**src/hw/pieb_pkg.sv**
```systemverilog
package pieb_pkg;
    localparam int PIEB_NUM_SRC = 12;
    localparam int PIEB_ADDR_W = 8;

    // Register byte offsets
    localparam logic [7:0] PIEB_OFS_ENABLE_A = 8'h00;
    localparam logic [7:0] PIEB_OFS_ENABLE_B = 8'h04;
    localparam logic [7:0] PIEB_OFS_FLAGS = 8'h08;
    localparam logic [7:0] PIEB_OFS_CTRL = 8'h0c;
    localparam logic [7:0] PIEB_OFS_PRIORITY = 8'h10;
    localparam logic [7:0] PIEB_OFS_PENDING = 8'h14;

    // Reset values
    localparam logic [7:0] PIEB_RST_ENABLE_A = 8'h00;
    localparam logic [3:0] PIEB_RST_ENABLE_B = 4'h0;
    localparam logic [11:0] PIEB_RST_FLAGS = 12'h000;
    localparam logic [11:0] PIEB_RST_PRIORITY = 12'hfff;

    // Field positions in the first enable register and flag word
    localparam int PIEB_BIT_PARALLEL_SLAVE = 7;
    localparam int PIEB_BIT_CONVERTER = 6;
    localparam int PIEB_BIT_SERIAL_RX = 5;
    localparam int PIEB_BIT_SERIAL_TX = 4;
    localparam int PIEB_BIT_SYNC_SERIAL = 3;
    localparam int PIEB_BIT_CAPCOMP_ONE = 2;
    localparam int PIEB_BIT_TIMER_TWO = 1;
    localparam int PIEB_BIT_TIMER_ONE = 0;
    // Field positions in the second enable register
    localparam int PIEB_BIT_BUS_COLLISION = 3;
    localparam int PIEB_BIT_LOW_VOLTAGE = 2;
    localparam int PIEB_BIT_TIMER_THREE = 1;
    localparam int PIEB_BIT_CAPCOMP_TWO = 0;
    // Second-register sources sit above the first byte in the flag word
    localparam int PIEB_B_BASE = 8;
    localparam int PIEB_B_WIDTH = 4;

    // Control register fields
    localparam int PIEB_CTRL_GLOBAL_BIT = 0;
    localparam int PIEB_CTRL_PRIO_BIT = 1;
    localparam logic PIEB_RST_GLOBAL = 1'b0;
    localparam logic PIEB_RST_PRIO = 1'b0;

    typedef struct packed {
        logic priority_mode_enable;
        logic global_peripheral_enable;
    } pieb_ctrl_s;

    typedef struct packed {
        logic irq;
        logic irq_high;
        logic irq_low;
    } pieb_irq_s;
endpackage : pieb_pkg

```
**src/hw/pieb_top.sv**
```systemverilog
// The address map and the APB slave port were decided locally.
`timescale 1ns/100ps
module pieb_top
    import pieb_pkg::*;
#(
    parameter int NUM_SRC = PIEB_NUM_SRC
) (
    input wire logic pclk,
    input wire logic presetn,
    input wire logic psel,
    input wire logic penable,
    input wire logic pwrite,
    input wire logic [31:0] paddr,
    input wire logic [31:0] pwdata,
    input wire logic [3:0] pstrb,
    output logic [31:0] prdata,
    output logic pready,
    output logic pslverr,
    input wire logic [NUM_SRC-1:0] periph_event,
    output logic [NUM_SRC-1:0] periph_flags,
    output pieb_irq_s periph_irq
);

    logic [7:0] enable_a_r;
    logic [PIEB_B_WIDTH-1:0] enable_b_r;
    logic [NUM_SRC-1:0] flags_r;
    logic [NUM_SRC-1:0] priority_r;
    pieb_ctrl_s ctrl_r;
    logic [31:0] prdata_r;
    logic pslverr_r;
    logic [NUM_SRC-1:0] enable_vec;
    logic [NUM_SRC-1:0] pending;
    logic [NUM_SRC-1:0] flags_nxt;
    logic setup_ph;
    logic wr_acc;
    logic addr_ok;
    logic [7:0] addr_lo;
    logic [NUM_SRC-1:0] w1c_mask;
    pieb_irq_s irq_nxt;

    function automatic logic any_req(input logic [NUM_SRC-1:0] fl,
                                     input logic [NUM_SRC-1:0] en);
        any_req = |(fl & en);
    endfunction : any_req

    function automatic logic is_mapped(input logic [7:0] a);
        is_mapped = (a == PIEB_OFS_ENABLE_A) || (a == PIEB_OFS_ENABLE_B) ||
                    (a == PIEB_OFS_FLAGS) || (a == PIEB_OFS_CTRL) ||
                    (a == PIEB_OFS_PRIORITY) || (a == PIEB_OFS_PENDING);
    endfunction : is_mapped

    assign addr_lo = paddr[7:0];
    assign addr_ok = is_mapped(addr_lo) && (paddr[31:8] == 24'h000000);
    assign setup_ph = psel && !penable;
    assign wr_acc = psel && penable && pwrite && addr_ok && pstrb[0];

    // Zero-wait slave: every access phase completes in one cycle
    assign pready = 1'b1;
    assign prdata = prdata_r;
    assign pslverr = pslverr_r;

    assign enable_vec = {enable_b_r, enable_a_r};

    assign pending = flags_r & enable_vec;

    always_ff @(posedge pclk or negedge presetn) begin
        if (!presetn) begin
            enable_a_r <= PIEB_RST_ENABLE_A;
        end else if (wr_acc && addr_lo == PIEB_OFS_ENABLE_A) begin
            enable_a_r <= pwdata[7:0];
        end
    end

    // timer three gate at bit 1
    // capcomp two gate at bit 0
    always_ff @(posedge pclk or negedge presetn) begin
        if (!presetn) begin
            enable_b_r <= PIEB_RST_ENABLE_B;
        end else if (wr_acc && addr_lo == PIEB_OFS_ENABLE_B) begin
            enable_b_r[PIEB_BIT_BUS_COLLISION] <= pwdata[PIEB_BIT_BUS_COLLISION];
            enable_b_r[PIEB_BIT_LOW_VOLTAGE] <= pwdata[PIEB_BIT_LOW_VOLTAGE];
            enable_b_r[PIEB_BIT_TIMER_THREE] <= pwdata[PIEB_BIT_TIMER_THREE];
            enable_b_r[PIEB_BIT_CAPCOMP_TWO] <= pwdata[PIEB_BIT_CAPCOMP_TWO];
        end
    end

    always_ff @(posedge pclk or negedge presetn) begin
        if (!presetn) begin
            ctrl_r.global_peripheral_enable <= PIEB_RST_GLOBAL;
            ctrl_r.priority_mode_enable <= PIEB_RST_PRIO;
        end else if (wr_acc && addr_lo == PIEB_OFS_CTRL) begin
            ctrl_r.global_peripheral_enable <= pwdata[PIEB_CTRL_GLOBAL_BIT];
            ctrl_r.priority_mode_enable <= pwdata[PIEB_CTRL_PRIO_BIT];
        end
    end

    always_ff @(posedge pclk or negedge presetn) begin
        if (!presetn) begin
            priority_r <= PIEB_RST_PRIORITY;
        end else if (wr_acc && addr_lo == PIEB_OFS_PRIORITY) begin
            priority_r <= pwdata[NUM_SRC-1:0];
        end
    end

    // Write-one-to-clear; a same-cycle event keeps the flag set
    assign w1c_mask = (wr_acc && addr_lo == PIEB_OFS_FLAGS) ?
                      pwdata[NUM_SRC-1:0] : '0;

    assign flags_nxt = (flags_r & ~w1c_mask) | periph_event;

    always_ff @(posedge pclk or negedge presetn) begin
        if (!presetn) begin
            flags_r <= PIEB_RST_FLAGS;
        end else begin
            flags_r <= flags_nxt;
        end
    end

    assign periph_flags = flags_r;

    // priority split only in priority mode
    always_comb begin
        irq_nxt = '0;
        if (ctrl_r.priority_mode_enable) begin
            irq_nxt.irq_high = any_req(pending, priority_r);
            irq_nxt.irq_low = any_req(pending, ~priority_r);
            irq_nxt.irq = irq_nxt.irq_high || irq_nxt.irq_low;
        end else begin
            irq_nxt.irq = any_req(flags_r, enable_vec) &&
                          ctrl_r.global_peripheral_enable;
        end
    end

    always_ff @(posedge pclk or negedge presetn) begin
        if (!presetn) begin
            periph_irq <= '0;
        end else begin
            periph_irq <= irq_nxt;
        end
    end

    // Read data captured in the setup cycle
    always_ff @(posedge pclk or negedge presetn) begin
        if (!presetn) begin
            prdata_r <= 32'h00000000;
        end else if (setup_ph) begin
            prdata_r <= 32'h00000000;
            if (!pwrite && addr_ok) begin
                unique case (addr_lo)
                    PIEB_OFS_ENABLE_A: prdata_r[7:0] <= enable_a_r;
                    PIEB_OFS_ENABLE_B: prdata_r[PIEB_B_WIDTH-1:0] <= enable_b_r;
                    PIEB_OFS_FLAGS: prdata_r[NUM_SRC-1:0] <= flags_r;
                    PIEB_OFS_CTRL: prdata_r[1:0] <= ctrl_r;
                    PIEB_OFS_PRIORITY: prdata_r[NUM_SRC-1:0] <= priority_r;
                    PIEB_OFS_PENDING: prdata_r[NUM_SRC-1:0] <= pending;
                    default: prdata_r <= 32'h00000000;
                endcase
            end
        end
    end

    always_ff @(posedge pclk or negedge presetn) begin
        if (!presetn) begin
            pslverr_r <= 1'b0;
        end else if (setup_ph) begin
            pslverr_r <= !addr_ok;
        end
    end

endmodule : pieb_top

```
**config.mk**
```make
export PLATFORM = sky130hd
export DESIGN_NAME = pieb_top
export DESIGN_NICKNAME = d
export VERILOG_FILES = /design/src/hw/pieb_pkg.sv /design/src/hw/pieb_top.sv
export SDC_FILE = /design/constraint.sdc
export NUM_CORES = 1
export LEC_CHECK = 0
export BUFFER_PORTS_ARGS = -buffer_cell sky130_fd_sc_hd__buf_2
export CORE_MARGIN = 1
export CORE_UTILIZATION = 38
export DETAILED_ROUTE_END_ITERATION = 8
export PLACE_DENSITY = 0.73
export SYNTH_ARGS = -nofsm -noshare
export SYNTH_HDL_FRONTEND = slang
export SYNTH_SLANG_ARGS = --single-unit
```
**constraint.sdc**
```tcl
create_clock -name pclk -period 1.9 [get_ports pclk]
set_input_delay 0.285 -clock pclk [delete_from_list [all_inputs] [get_ports pclk]]
set_output_delay 0.285 -clock pclk [all_outputs]
set_load 0.1 [all_outputs]
```
==> qor.csv <==
metric;value;unit
outcome;complete, but fails checks;
violations;negative setup slack;
p_leak;1.79;nW
hold_path_class;in -> reg;
synthCells;291;
slew_violations;0;
finalCritPeriodShare;103;%
numCtsBuffers;5;
drt-wirelength-per-cell;17.0;um
port_buffers;89;
synth-edff-count;0;
crit_required;2100;ps
core_area;7690;um2
die_h;91.0;um
layout_setup_ws;-53.6;ps
vias;2667;
dr.pass1.iters;4;
p_per_area;616;nW/um2
track_usage;21.2;%
synth_seq_cells;54;
antennaDiodeCount;0;
hpwl;6360;um
netlist_top_cells_area;dfrtp_1, dfstp_2, mux2_2;
fmax;512;MHz
clk_pin_slew;100;ps
min_period;1950;ps
crit_type;in -> reg;
crit_fanout;8;
synth_warnings;0;
die_w;91.0;um
worst_skew_pair.late_latency;310;ps
gp_congestion;0.934;
synth-main-ff-cell;dfrtp_1;
gr-total-overflow;0;
timing.setup.tns;-909;ps
vdd_drop_max;0.412;mV
endpoint_kind;flip-flop;
drive_gt1_share;41.0;%
core.rowCount;32;
nNetsFinal;477;
drc;0;
finalHoldViolCount;0;
place_ws;-445;ps
cp.arrival;2160;ps
async_flop_share;100;%
synth_top_area_share;34.9;%
first_global_vias;2594;
grt_start_max_net_pins;55;
totalWireLength;8400;um
drt_iter0_drc;310;
routed_via_density;5.39;
synth-seq-area-share;45.4;%
cts-root-buf;clkbuf_8;
finalClockSkew;3.52;ps
max_cap_viol_count;0;
io-pin-count;134;
setup_violations;26;
ant_nets;0;
synthDistinctLibCells;46;
syn_avg_cell_area;10.3;um2
cts_max_level;2;
syn_to_final_growth;28.1;%
cts_tree;done;
syn_area;3010;um2
design.die.area;8290;um2
rsz0062_at_grt;true;
ctsLongestPathBuffers;2;
antenna_found_initial;0;
start_kind;primary input;
clock_sinks;54;
synth_top_cell_by_area;dfrtp_1;
grt_pass1_wl;13800;um
initial_utilization;39.2;%
## cell usage after synthesis, drive strengths merged (3+ instances only)
library cell   n
a21o          19
a21oi          8
a22oi          8
and4           3
buf           23
clkbuf        11
dfrtp         42
dfstp         12
inv            6
mux2          26
mux2i          4
nand2         21
nand3         13
nand3b         4
nand4         19
nor2b          4
nor3           6
nor4           9
o21ai         10
o22ai          6
o31a           5
or4            6
## critical path, stage by stage
cell and delay [ps]:
buf_6 90, or4_1 520, or4_4 600, nor3_4 180, buf_12 170, mux2_4 300
## sequential cells by signal, indices dropped and copies added, names as in the netlist
register,count
ctrl_r,2
periph_flags,12
periph_irq,3
enable_b_r,4
enable_a_r,8
prdata,12
pslverr,1
priority_r,12
## cells in the final DEF (no fill, tap or decap), drive strengths merged, types with 3 or more instances in the layout
| cell type | instances |
|---|---|
| and4 | 3 |
| nand3b | 4 |
| nor2b | 4 |
| mux2 | 26 |
| nor3 | 6 |
| o31a | 5 |
| or4 | 6 |
| o22ai | 6 |
| a22oi | 8 |
| nand3 | 13 |
| dfstp | 12 |
| nand2 | 21 |
| nor4 | 9 |
| clkbuf | 6 |
| mux2i | 4 |
| buf | 108 |
| inv | 7 |
| conb | 21 |
| dfrtp | 42 |
| a21oi | 8 |
| o21ai | 10 |
| a21o | 19 |
| nand4 | 19 |
## final cells by class
class	instances	area (um2)
fill	720	3830
multi-input combinational	216	1580
sequential	54	1370
timing repair buffer	109	642
tap	102	128
clock buffer	6	82.6
clock inverter	2	38.8
inverter	6	22.5
## repair_timing
item                                    in CTS  in global routing
setup buffers                                1                  0
hold endpoints to repair                    42                  0
gates resized for setup                     18                  0
endpoints found under the setup margin      26                 26
pin swaps                                    2                  1
hold buffers                                 1                  0
## power breakdown
group	leakage [nW]	switching, mW	internal (mW)	total (mW)
combinational	1.09	0.309	0.0944	0.403
sequential	0.645	0.00110	1.15	1.15
clock	0.0618	0.386	0.434	0.820
total	1.79	0.696	1.68	2.38
## layer usage
layer | track usage, % | part of all wire [%] | up-vias
met5 | 0 | 0 | -
met4 | 5.82 | 1.8 | 0
met3 | 3.18 | 6.6 | 9
met2 | 35.2 | 47 | 115
met1 | 28.8 | 44 | 1269
li1 | - | - | 1274
## through the flow
| step | instances | util [%] | hold WS [ps] | power (mW) | cell area (um2) |
|---|---|---|---|---|---|
| 2_1_floorplan | 310 | - | -10.6 | 1.47 | 3110 |
| 3_3_place_gp | 485 | 47.4 | 296 | 1.57 | 3640 |
| 3_5_place_dp | 485 | 47.4 | 299 | 1.57 | 3640 |
| 4_1_cts | 495 | 50.2 | 135 | 2.39 | 3860 |
| 5_1_grt | 495 | 50.2 | 134 | 2.46 | 3860 |
| 6_report | 495 | 50.2 | 144 | 2.38 | 3860 |
## final timing paths
check	to	slack [ps]	startpoint	depth (start not counted)
setup / recovery	enable_a_r[2]	-50	paddr[13]	6
setup reg to reg	periph_irq[0]	320	priority_r[8]	4
min in group asynchronous	periph_flags[1]	490	presetn	3
max in group asynchronous	priority_r[6]	1120	presetn	3
hold / removal	periph_flags[10]	140	periph_event[10]	2
hold reg to reg	pslverr	480	pslverr	1
## cells by family after synthesis
group | share of synthesized area (%)
flops | 45.4
simple gates | 19.1
mux | 11.1
compound gates | 16.5
buf+inv | 7.73
other cells | 0.249
Power figures use the tool's default switching activity.
